==> config.mk <==
export PLATFORM = sky130hd
export DESIGN_NAME = timer16_pwm_ppg_capture
export DESIGN_NICKNAME = d
export VERILOG_FILES = /design/src/shared/timer16_pkg.sv /design/src/hw/timer16_pwm_ppg_capture.sv
export SDC_FILE = /design/constraint.sdc
export NUM_CORES = 1
export LEC_CHECK = 0
export ABC_AREA = 1
export BUFFER_PORTS_ARGS = -buffer_cell sky130_fd_sc_hd__buf_4
export CELL_PAD_IN_SITES_DETAIL_PLACEMENT = 0
export CELL_PAD_IN_SITES_GLOBAL_PLACEMENT = 1
export CORE_ASPECT_RATIO = 0.9
export CORE_MARGIN = 2
export CORE_UTILIZATION = 45
export CTS_CLUSTER_DIAMETER = 30
export DETAILED_ROUTE_END_ITERATION = 10
export MAX_ROUTING_LAYER = met4
export PLACE_DENSITY = 0.87
export SYNTH_ARGS = -nofsm -noshare
export SYNTH_HDL_FRONTEND = slang
export SYNTH_HIERARCHICAL = 1
export SYNTH_SLANG_ARGS = --single-unit
export TNS_END_PERCENT = 10
==> constraint.sdc <==
create_clock -name clk_i -period 5.23 [get_ports clk_i]
set_clock_uncertainty 0.15 [all_clocks]
set_input_delay 0 -clock clk_i [delete_from_list [all_inputs] [get_ports clk_i]]
set_output_delay 0 -clock clk_i [all_outputs]
set_load 0.005 [all_outputs]
==> src/shared/timer16_pkg.sv <==
// constants, register map and field layout of the 16-bit timer capture/compare block
// Overview of operation
// - pwm duty set by first compare register
// - pwm active width from its upper 14 bits
// - output control bit 1 picks pwm active level
// - 2^8 basic cycle plus 2^6 sub-cycle
// - clock select bits 6:4 pick count clock
// - output bit 0 enables pin, else port
// - pulse mode: second sets width, first period
// - free run: primary edge captures into second
// - primary edge chosen by edge bits 3:2
// - inputs sampled, two equal samples qualify
// - secondary edge captures into first register
// - opposite primary edge captures into first
// - both-edge primary select blocks opposite-edge capture into first
// - restart: capture, then clear and count on
// - restart edge limited to rising or falling
// - mode field: stop, pwm, free, restart, match
// - match mode: first match clears counter, raises match request
package timer16_pkg;
  localparam int ADDR_W = 6;
  localparam int DATA_W = 32;
  localparam int CNT_W = 16;
  localparam int PRE_W = 8;
  // word-aligned byte addresses
  localparam logic [ADDR_W-1:0] A_MODE = 6'h00;
  localparam logic [ADDR_W-1:0] A_CCCTL = 6'h04;
  localparam logic [ADDR_W-1:0] A_OUTCTL = 6'h08;
  localparam logic [ADDR_W-1:0] A_CLKSEL = 6'h0C;
  localparam logic [ADDR_W-1:0] A_EDGE = 6'h10;
  localparam logic [ADDR_W-1:0] A_SAMPLE = 6'h14;
  localparam logic [ADDR_W-1:0] A_CC0 = 6'h18;
  localparam logic [ADDR_W-1:0] A_CC1 = 6'h1C;
  localparam logic [ADDR_W-1:0] A_COUNT = 6'h20;
  localparam logic [ADDR_W-1:0] A_STATUS = 6'h24;
  // reset values
  localparam logic [7:0] RST_MODE = 8'h00;
  localparam logic [7:0] RST_CCCTL = 8'h04;
  localparam logic [7:0] RST_OUTCTL = 8'h00;
  localparam logic [7:0] RST_CLKSEL = 8'h00;
  localparam logic [7:0] RST_EDGE = 8'h00;
  localparam logic [7:0] RST_SAMPLE = 8'h00;
  // field positions
  localparam int MODE_LSB = 1;
  localparam int MODE_MSB = 3;
  localparam int CC0_CAP = 0;
  localparam int CC0_SRC = 1;
  localparam int CC1_CAP = 2;
  localparam int OE_BIT = 0;
  localparam int ALV_BIT = 1;
  localparam int CLK_LSB = 4;
  localparam int CLK_MSB = 6;
  localparam int PES_LSB = 2;
  localparam int PES_MSB = 3;
  localparam int SES_LSB = 4;
  localparam int SES_MSB = 5;
  localparam int SCS_MSB = 1;
  localparam int ST_PRIM = 0;
  localparam int ST_SEC = 1;
  localparam int ST_MATCH = 2;
  // pwm split of the 14-bit width
  localparam int PWM_LSB = 2;
  localparam int BASE_LSB = 8;
  localparam int SUB_MSB = 13;
  // edge select, clock select and mode codes
  localparam logic [1:0] EDGE_FALL = 2'h0;
  localparam logic [1:0] EDGE_RISE = 2'h1;
  localparam logic [1:0] EDGE_BOTH = 2'h3;
  localparam logic [2:0] CLK_EXT = 3'h0;
  localparam logic [2:0] MODE_STOP = 3'h0;
  localparam logic [2:0] MODE_PWM = 3'h1;
  localparam logic [1:0] GRP_FREE = 2'h1;
  localparam logic [1:0] GRP_RESTART = 2'h2;
  localparam logic [1:0] GRP_MATCH = 2'h3;
  typedef enum logic [2:0] {M_STOP, M_PWM, M_FREE, M_RESTART, M_MATCH} mode_t;
endpackage : timer16_pkg

==> src/hw/timer16_pwm_ppg_capture.sv <==
// 16-bit timer with pwm, programmable pulse and pulse-width capture
//
// Decided for this implementation: the Avalon-MM slave port and the placing of the registers.
`timescale 1ns/100ps

// sampling noise filter for one trigger pin
module edge_filter (
  input wire logic clk_i, // system clock
  input wire logic rst_n_i, // sync reset, low active
  input wire logic ce_i, // clock enable
  input wire logic pin_i, // raw pin
  input wire logic sample_i, // sampling strobe
  output logic rise_o, // qualified rising edge
  output logic fall_o // qualified falling edge
);
  logic sync1_q;
  logic sync2_q;
  logic smp_q;
  logic lvl_q;
  logic agree;

  // two-stage synchroniser, first stage read only by the second
  always_ff @(posedge clk_i) begin
    if (!rst_n_i) begin
      sync1_q <= 1'b0;
      sync2_q <= 1'b0;
    end else if (ce_i) begin
      sync1_q <= pin_i;
      sync2_q <= sync1_q;
    end
  end

  // a level counts only after two equal samples in a row
  assign agree = sample_i && (sync2_q == smp_q);
  assign rise_o = agree && sync2_q && !lvl_q;
  assign fall_o = agree && !sync2_q && lvl_q;

  always_ff @(posedge clk_i) begin
    if (!rst_n_i) begin
      smp_q <= 1'b0;
      lvl_q <= 1'b0;
    end else if (ce_i && sample_i) begin
      smp_q <= sync2_q;
      if (agree) begin
        lvl_q <= sync2_q;
      end
    end
  end
endmodule : edge_filter

module timer16_pwm_ppg_capture (
  input wire logic clk_i, // 50 MHz system clock
  input wire logic rst_n_i, // sync reset, low active
  input wire logic ce_i, // clock enable, freezes all state
  input wire logic [timer16_pkg::ADDR_W-1:0] address_i, // avalon byte address
  input wire logic read_i, // avalon read
  input wire logic write_i, // avalon write
  input wire logic [timer16_pkg::DATA_W-1:0] writedata_i, // avalon write data
  input wire logic [3:0] byteenable_i, // avalon byte enables
  output logic [timer16_pkg::DATA_W-1:0] readdata_o, // avalon read data
  output logic waitrequest_o, // avalon wait
  input wire logic primary_trigger_input_i, // primary pin, async
  input wire logic secondary_trigger_input_i, // secondary pin, async
  output logic timer_output_pin_o, // timer output level
  output logic timer_output_pin_oe_o, // high while timer drives pin
  output logic primary_capture_irq_o, // primary edge request pulse
  output logic secondary_capture_irq_o, // secondary edge request pulse
  output logic match_irq_o // first-register match pulse
);
  import timer16_pkg::*;

  logic [7:0] mode_ctl_q;
  logic [7:0] cc_ctl_q;
  logic [7:0] out_ctl_q;
  logic [7:0] clk_sel_q;
  logic [7:0] edge_mode_q;
  logic [7:0] samp_sel_q;
  logic [CNT_W-1:0] cc0_q;
  logic [CNT_W-1:0] cc1_q;
  logic [CNT_W-1:0] count_q;
  logic [2:0] status_q;
  logic [PRE_W-1:0] pre_q;
  logic wait_q;
  logic run_q;
  logic lv_q;
  mode_t mode;
  logic [2:0] clk_sel;
  logic [1:0] p_sel;
  logic [1:0] s_sel;
  logic [PRE_W-1:0] cmask;
  logic [PRE_W-1:0] smask;
  logic samp_tick;
  logic tick;
  logic p_rise;
  logic p_fall;
  logic s_rise;
  logic s_fall;
  logic p_edge;
  logic p_opp;
  logic s_edge;
  logic capt;
  logic hit0;
  logic hit1;
  logic cap0;
  logic cap1;
  logic wr;
  logic [5:0] sub_rev;
  logic extra;
  logic pwm_act;
  logic [DATA_W-1:0] rdata;

  // merge a write into a 16-bit register under byte enables
  function automatic logic [CNT_W-1:0] merge(input logic [CNT_W-1:0] old, input logic [DATA_W-1:0] wd,
                                             input logic [3:0] be);
    logic [CNT_W-1:0] r;
    r = old;
    if (be[0]) r[7:0] = wd[7:0];
    if (be[1]) r[15:8] = wd[15:8];
    return r;
  endfunction : merge

  // mode field decode
  always_comb begin
    case (mode_ctl_q[MODE_MSB:MODE_LSB])
      MODE_STOP: mode = M_STOP;
      MODE_PWM: mode = M_PWM;
      default: begin
        case (mode_ctl_q[MODE_MSB:MODE_MSB-1])
          GRP_FREE: mode = M_FREE;
          GRP_RESTART: mode = M_RESTART;
          GRP_MATCH: mode = M_MATCH;
          default: mode = M_STOP;
        endcase
      end
    endcase
  end

  assign clk_sel = clk_sel_q[CLK_MSB:CLK_LSB];
  assign p_sel = edge_mode_q[PES_MSB:PES_LSB];
  assign s_sel = edge_mode_q[SES_MSB:SES_LSB];

  // free prescaler feeds both count clock and sampling strobe
  always_ff @(posedge clk_i) begin
    if (!rst_n_i) begin
      pre_q <= '0;
    end else if (ce_i) begin
      pre_q <= pre_q + 1'b1;
    end
  end

  // divider 2^(sel-1); sel zero counts qualified primary edges instead
  assign cmask = PRE_W'((9'h001 << (clk_sel - 3'h1)) - 9'h001);
  assign smask = PRE_W'((9'h001 << samp_sel_q[SCS_MSB:0]) - 9'h001);
  assign samp_tick = &(pre_q | ~smask);
  assign tick = (clk_sel == CLK_EXT) ? p_edge : &(pre_q | ~cmask);

  edge_filter u_prim (
    .clk_i(clk_i),
    .rst_n_i(rst_n_i),
    .ce_i(ce_i),
    .pin_i(primary_trigger_input_i),
    .sample_i(samp_tick),
    .rise_o(p_rise),
    .fall_o(p_fall)
  );

  edge_filter u_sec (
    .clk_i(clk_i),
    .rst_n_i(rst_n_i),
    .ce_i(ce_i),
    .pin_i(secondary_trigger_input_i),
    .sample_i(samp_tick),
    .rise_o(s_rise),
    .fall_o(s_fall)
  );

  // valid edge choice; restart and opposite edge need a single-edge select
  assign p_edge = (p_sel == EDGE_RISE && p_rise) || (p_sel == EDGE_FALL && p_fall) ||
                  (p_sel == EDGE_BOTH && mode != M_RESTART && (p_rise || p_fall));
  assign p_opp = (p_sel == EDGE_RISE && p_fall) || (p_sel == EDGE_FALL && p_rise);
  assign s_edge = (s_sel == EDGE_RISE && s_rise) || (s_sel == EDGE_FALL && s_fall) ||
                  (s_sel == EDGE_BOTH && (s_rise || s_fall));

  assign capt = (mode != M_STOP) && (mode != M_PWM);
  assign hit0 = tick && (count_q == cc0_q);
  assign hit1 = tick && (count_q == cc1_q);
  assign cap1 = capt && cc_ctl_q[CC1_CAP] && p_edge;
  assign cap0 = capt && cc_ctl_q[CC0_CAP] && (cc_ctl_q[CC0_SRC] ? p_opp : s_edge);
  assign wr = write_i && !wait_q;

  // pwm: 8-bit basic cycle, one extra clock spread over a 64-cycle sub-cycle
  assign sub_rev = {<<{count_q[SUB_MSB:BASE_LSB]}};
  assign extra = sub_rev < cc0_q[BASE_LSB-1:PWM_LSB];
  assign pwm_act = {1'b0, count_q[BASE_LSB-1:0]} <
                   ({1'b0, cc0_q[CNT_W-1:BASE_LSB]} + {8'h00, extra});

  // counter: stop clears, restart clears after capture, match wraps
  always_ff @(posedge clk_i) begin
    if (!rst_n_i) begin
      count_q <= '0;
    end else if (ce_i) begin
      if (mode == M_STOP) begin
        count_q <= '0;
      end else if (mode == M_RESTART && p_edge) begin
        count_q <= '0;
      end else if (mode == M_MATCH && hit0) begin
        count_q <= '0;
      end else if (tick) begin
        count_q <= count_q + 1'b1;
      end
    end
  end

  // compare/capture registers; a capture beats a bus write in the same cycle
  always_ff @(posedge clk_i) begin
    if (!rst_n_i) begin
      cc0_q <= '0;
      cc1_q <= '0;
    end else if (ce_i) begin
      if (cap0) begin
        cc0_q <= count_q;
      end else if (wr && address_i == A_CC0) begin
        cc0_q <= merge(cc0_q, writedata_i, byteenable_i);
      end
      if (cap1) begin
        cc1_q <= count_q;
      end else if (wr && address_i == A_CC1) begin
        cc1_q <= merge(cc1_q, writedata_i, byteenable_i);
      end
    end
  end

  // control registers, low byte only
  always_ff @(posedge clk_i) begin
    if (!rst_n_i) begin
      mode_ctl_q <= RST_MODE;
      cc_ctl_q <= RST_CCCTL;
      out_ctl_q <= RST_OUTCTL;
      clk_sel_q <= RST_CLKSEL;
      edge_mode_q <= RST_EDGE;
      samp_sel_q <= RST_SAMPLE;
    end else if (ce_i && wr && byteenable_i[0]) begin
      case (address_i)
        A_MODE: mode_ctl_q <= writedata_i[7:0];
        A_CCCTL: cc_ctl_q <= writedata_i[7:0];
        A_OUTCTL: out_ctl_q <= writedata_i[7:0];
        A_CLKSEL: clk_sel_q <= writedata_i[7:0];
        A_EDGE: edge_mode_q <= writedata_i[7:0];
        A_SAMPLE: samp_sel_q <= writedata_i[7:0];
        default: ;
      endcase
    end
  end

  // sticky event flags, write one to clear; a new event wins over the clear
  always_ff @(posedge clk_i) begin
    if (!rst_n_i) begin
      status_q <= '0;
    end else if (ce_i) begin
      status_q <= ((wr && address_i == A_STATUS && byteenable_i[0]) ? status_q & ~writedata_i[2:0] : status_q) |
                  {capt && hit0, cap0 && !cc_ctl_q[CC0_SRC], capt && p_edge};
    end
  end

  // request pulses, one clock each
  always_ff @(posedge clk_i) begin
    if (!rst_n_i) begin
      primary_capture_irq_o <= 1'b0;
      secondary_capture_irq_o <= 1'b0;
      match_irq_o <= 1'b0;
    end else if (ce_i) begin
      primary_capture_irq_o <= capt && p_edge;
      secondary_capture_irq_o <= cap0 && !cc_ctl_q[CC0_SRC];
      match_irq_o <= capt && hit0;
    end
  end

  // pulse generator level: active from zero, inactive on second match
  always_ff @(posedge clk_i) begin
    if (!rst_n_i) begin
      run_q <= 1'b0;
      lv_q <= 1'b0;
    end else if (ce_i) begin
      run_q <= mode != M_STOP;
      if (mode == M_STOP) begin
        lv_q <= 1'b0;
      end else if (!run_q || (mode == M_MATCH && hit0)) begin
        lv_q <= 1'b1;
      end else if (hit1) begin
        lv_q <= 1'b0;
      end
    end
  end

  // pin register; disabled output leaves the pin in port mode
  always_ff @(posedge clk_i) begin
    if (!rst_n_i) begin
      timer_output_pin_o <= 1'b0;
      timer_output_pin_oe_o <= 1'b0;
    end else if (ce_i) begin
      timer_output_pin_oe_o <= out_ctl_q[OE_BIT];
      if (mode == M_PWM) begin
        timer_output_pin_o <= pwm_act ^ out_ctl_q[ALV_BIT];
      end else begin
        timer_output_pin_o <= lv_q;
      end
    end
  end

  // read mux
  always_comb begin
    rdata = '0;
    case (address_i)
      A_MODE: rdata[7:0] = mode_ctl_q;
      A_CCCTL: rdata[7:0] = cc_ctl_q;
      A_OUTCTL: rdata[7:0] = out_ctl_q;
      A_CLKSEL: rdata[7:0] = clk_sel_q;
      A_EDGE: rdata[7:0] = edge_mode_q;
      A_SAMPLE: rdata[7:0] = samp_sel_q;
      A_CC0: rdata[CNT_W-1:0] = cc0_q;
      A_CC1: rdata[CNT_W-1:0] = cc1_q;
      A_COUNT: rdata[CNT_W-1:0] = count_q;
      A_STATUS: rdata[2:0] = status_q;
      default: rdata = '0;
    endcase
  end

  // one wait cycle per access keeps readdata registered
  always_ff @(posedge clk_i) begin
    if (!rst_n_i) begin
      wait_q <= 1'b1;
      readdata_o <= '0;
    end else if (ce_i) begin
      wait_q <= !((read_i || write_i) && wait_q);
      if (read_i && wait_q) begin
        readdata_o <= rdata;
      end
    end
  end
  assign waitrequest_o = wait_q;
endmodule : timer16_pwm_ppg_capture

==> flow_summary_export.csv <==
group,metric,value,unit
run_status,status,"finished, final reports clean",
timing,finalHoldViolations,0,
critical_path,crit_family,"compound AO/OA/AOI/OAI gates",
clocking,cts_max_level,4,
flow_run,drv_cap,0,
cells_and_area,mostFrequentLayoutCell,"nand2_1",
timing,worstMarginPinSlew,1.23,ns
timing,min_period,3.86,ns
clocking,numCtsBuffers,17,
pwr,p_leak,3.76,nW
floorplanning,core-area,16900,um2
timing,finalSetupViolations,0,
pwr,power.density,283,nW/um2
global_route,grt_max_degree,100,
critical_path,critPathRequiredTime,5.34,ns
critical_path,r2r-start,"cc0_q[3]$_SDFFE_PN0P_",
synth,yosys_warnings,6,
floorplanning,dieHeight,129,um
detailed_routing,drt-initial-drc-count,827,
critical_path,r2r_end,"timer_output_pin_o$_SDFFE_PN0P_",
critical_path,crit_arrival,3.96,ns
critical_path,critPathMaxFanout,3,
placed_design,place.gp.congestion,0.905,
floorplanning,rows,45,
cells_and_area,area.sequential,2760,um2
cells_and_area,layout_common_cells,"245 x nand2_1, 169 x nor2_1, 138 x dfxtp_1",
cells_and_area,area_growth,16.3,%
floorplanning,start_util,46.2,%
clocking,clkSinkCount,138,
critical_path,crit_path_max_incr_delay,0.34,ns
detailed_routing,postRouteAntennaNets,0,
critical_path,crit_top_cell,"nand2_1",
critical_path,reg2regPathDepth,24,
detailed_routing,drcViolationCount,0,
floorplanning,chipWidth,143,um
global_route,grt_pass1_wl,39200,um
hold_path,hold_start,"address_i[5]",
synth,ys_async_sr_fraction,0,%
hold_path,whs_endpoint,"mode_ctl_q[2]$_SDFFE_PN0P_",
clocking,root_buffer,"clkbuf_16",
hold_path,hp-class,"input pin to register",
floorplanning,boundaryPins,87,
critical_path,worst_path_max_delay_cell,"dfxtp_1",
timing,fin_tns_setup,0,ns
timing,grt_setup_unrepaired,"false",
clocking,clockBufferDepth,2,
timing,fmax,259,MHz
cells_and_area,nets,1290,
cells_and_area,multiInputGateArea,4260,um2
detailed_routing,vias,7908,
synth,synthCells,1167,
timing,fin_ws,1.37,ns
cells_and_area,drive_above_1_share,10.6,%
detailed_routing,via_per_inst,5.47,
detailed_routing,wirelength,24500,um
clocking,clock_latency,0.43,ns
critical_path,critPathLaunchType,"register",
synth,synthesis.area,7800,um2
timing,maxSlewViolCount,0,
critical_path,worstPathCellList,"inv_1 -> ha_1 -> o21ai_0 -> nand2_1 -> a21oi_1 -> nor2_1 -> o21ai_0 -> nand2_1 -> a21oi_1 -> ha_1 -> ha_1 -> nand2_1 -> nor2_1 -> nand3_1 -> xor2_1 -> ha_1 -> a21oi_1 -> o21ai_0 -> a21oi_1 -> nand2_1 -> nand2_1 -> nand3_1 -> nand2_1 -> a21oi_1",
global_route,grt_antenna_before_repair,0,
synth,yosysUniqueCellTypes,51,
detailed_routing,dr.pass1.iters,5,
global_route,grt_usage,28.3,%
global_route,gr-total-overflow,0,
synth,synth_edf_count,0,
synth,ys.flop_type,"dfxtp_1",
global_route,grt_pass1_vias,7244,
detailed_routing,wl_per_cell,16.9,um
placed_design,dpl.hpwl,17300,um
clocking,cts_tree,"done",
timing,period_share,73.7,%
critical_path,critPathCaptureType,"register",
clocking,clk_pin_slew,0.06,ns
critical_path,r2r_slack,1.37,ns
synth,synth_seq_area_share,35.4,%
critical_path,crit_type,"register to register",
floorplanning,die_area,18400,um2
synth,synth_seq_cells,138,
cells_and_area,fillers,1693,
hold_path,holdPathStages,5,
synth,avgSynthCellArea,6.68,um2
critical_path,path_buf_inv,1,
placed_design,io_buffers,52,
pwr,ir_drop,0.000236,V
placed_design,place_ws,1.43,ns
cells_and_area,num_antenna_cells,0,
timing,slew_headroom,17.4,%
## worst max path at each step
stage	cells after the start	endpoint	startpoint	slack [ns]
after floorplan	24	timer_output_pin_o$_SDFFE_PN0P_	cc0_q[3]$_SDFFE_PN0P_	2.03
after global placement	24	timer_output_pin_o$_SDFFE_PN0P_	cc0_q[3]$_SDFFE_PN0P_	1.54
after detailed placement	24	timer_output_pin_o$_SDFFE_PN0P_	cc0_q[3]$_SDFFE_PN0P_	1.43
after CTS	24	timer_output_pin_o$_SDFFE_PN0P_	cc0_q[3]$_SDFFE_PN0P_	1.40
after global routing	15	cc1_q[9]$_SDFFE_PN0P_	pre_q[0]$_SDFFE_PN0P_	0.97
final	24	timer_output_pin_o$_SDFFE_PN0P_	cc0_q[3]$_SDFFE_PN0P_	1.37
## tightest hold or removal path, stage by stage
cell	delay, ns
buf_4	0.09
nor2_1	0.07
nand2_1	0.09
nor2_1	0.17
a21oi_1	0.18
## stage by stage
stage	cell area [um2]	instances	hold slack [ns]	utilization (%)	power [mW]
3_5_place_dp	8170	1385	0.0842	48.4	1.30
2_1_floorplan	7850	1182	-0.0236	-	1.24
5_1_grt	9060	1445	0.128	53.7	2.64
4_1_cts	9060	1445	0.0586	53.7	2.56
6_report	9060	1445	0.0616	53.7	2.56
3_3_place_gp	8170	1385	0.0710	48.4	1.30
## routing by layer
metal,track usage (%),routed length (um),up-vias
li1,-,-,3927
met3,6.29,2200,25
met1,40.4,11800,3637
met4,6.58,293,0
met2,40.8,10200,319
met5,-,0,-
## repair_timing
item                                   4_1_cts  5_1_grt
buffers inserted                             0        0
hold buffers                                28        0
gates resized for setup                      0        0
setup endpoints to repair                    0        0
endpoints found under the hold margin       98        0
## sequential cells by signal, summed over array words and instances, names as in the netlist, 7 cells and up
signal,flops
cc0_q,16
cc1_q,16
cc_ctl_q,8
clk_sel_q,8
count_q,16
edge_mode_q,8
mode_ctl_q,8
out_ctl_q,8
pre_q,7
readdata_o,16
samp_sel_q,8
## cell families (layout without fill, tap and decap cells)
| family | after synthesis | after routing | synth area share [%] |
|---|---|---|---|
| buffers and inverters | 189 | 241 | 10.7 |
| other | 1 | 16 | 0.0481 |
| flip-flops | 138 | 138 | 35.4 |
| AND/OR/NAND/NOR | 509 | 509 | 27.5 |
| adder cells (fa/ha/maj) | 20 | 20 | 3.21 |
| AO/OA/AOI/OAI | 286 | 286 | 20.4 |
| XOR/XNOR | 24 | 24 | 2.70 |
## layout make-up
type,instances,share of cell area (%)
Clock buffer,18,4.85
Clock inverter,14,1.89
Inverter,126,5.25
Tap cell,211,2.91
Multi-Input combinational cell,855,47.0
Sequential cell,138,30.5
Timing Repair Buffer,83,7.65
## Yosys cell counts (4+ instances only)
master,count,area share [%]
o22ai_1,9,0.72
nand2_1,245,12
o21ai_1,6,0.39
buf_4,20,1.9
a211oi_1,16,1.5
inv_1,107,5.2
a22oi_1,5,0.48
a21oi_2,5,0.56
a21oi_1,99,6.4
o221ai_1,5,0.56
buf_1,5,0.24
inv_2,16,0.77
nand3_1,38,2.4
dfxtp_1,138,35
ha_1,20,3.2
xnor2_1,7,0.79
clkbuf_2,4,0.26
o2111ai_1,4,0.45
nor2_1,169,8.1
nor3_1,8,0.51
buf_6,4,0.58
nand2_2,7,0.56
clkbuf_1,22,1.1
o21ai_0,123,7.9
a221oi_1,5,0.56
xor2_1,17,1.9
buf_2,8,0.51
nand4_1,21,1.7
## power by group
group	internal [mW]	switching, mW
Combinational	0.0779	0.132
Sequential	1.06	0.0220
Clock	0.765	0.500
Power figures use the tool's default switching activity.
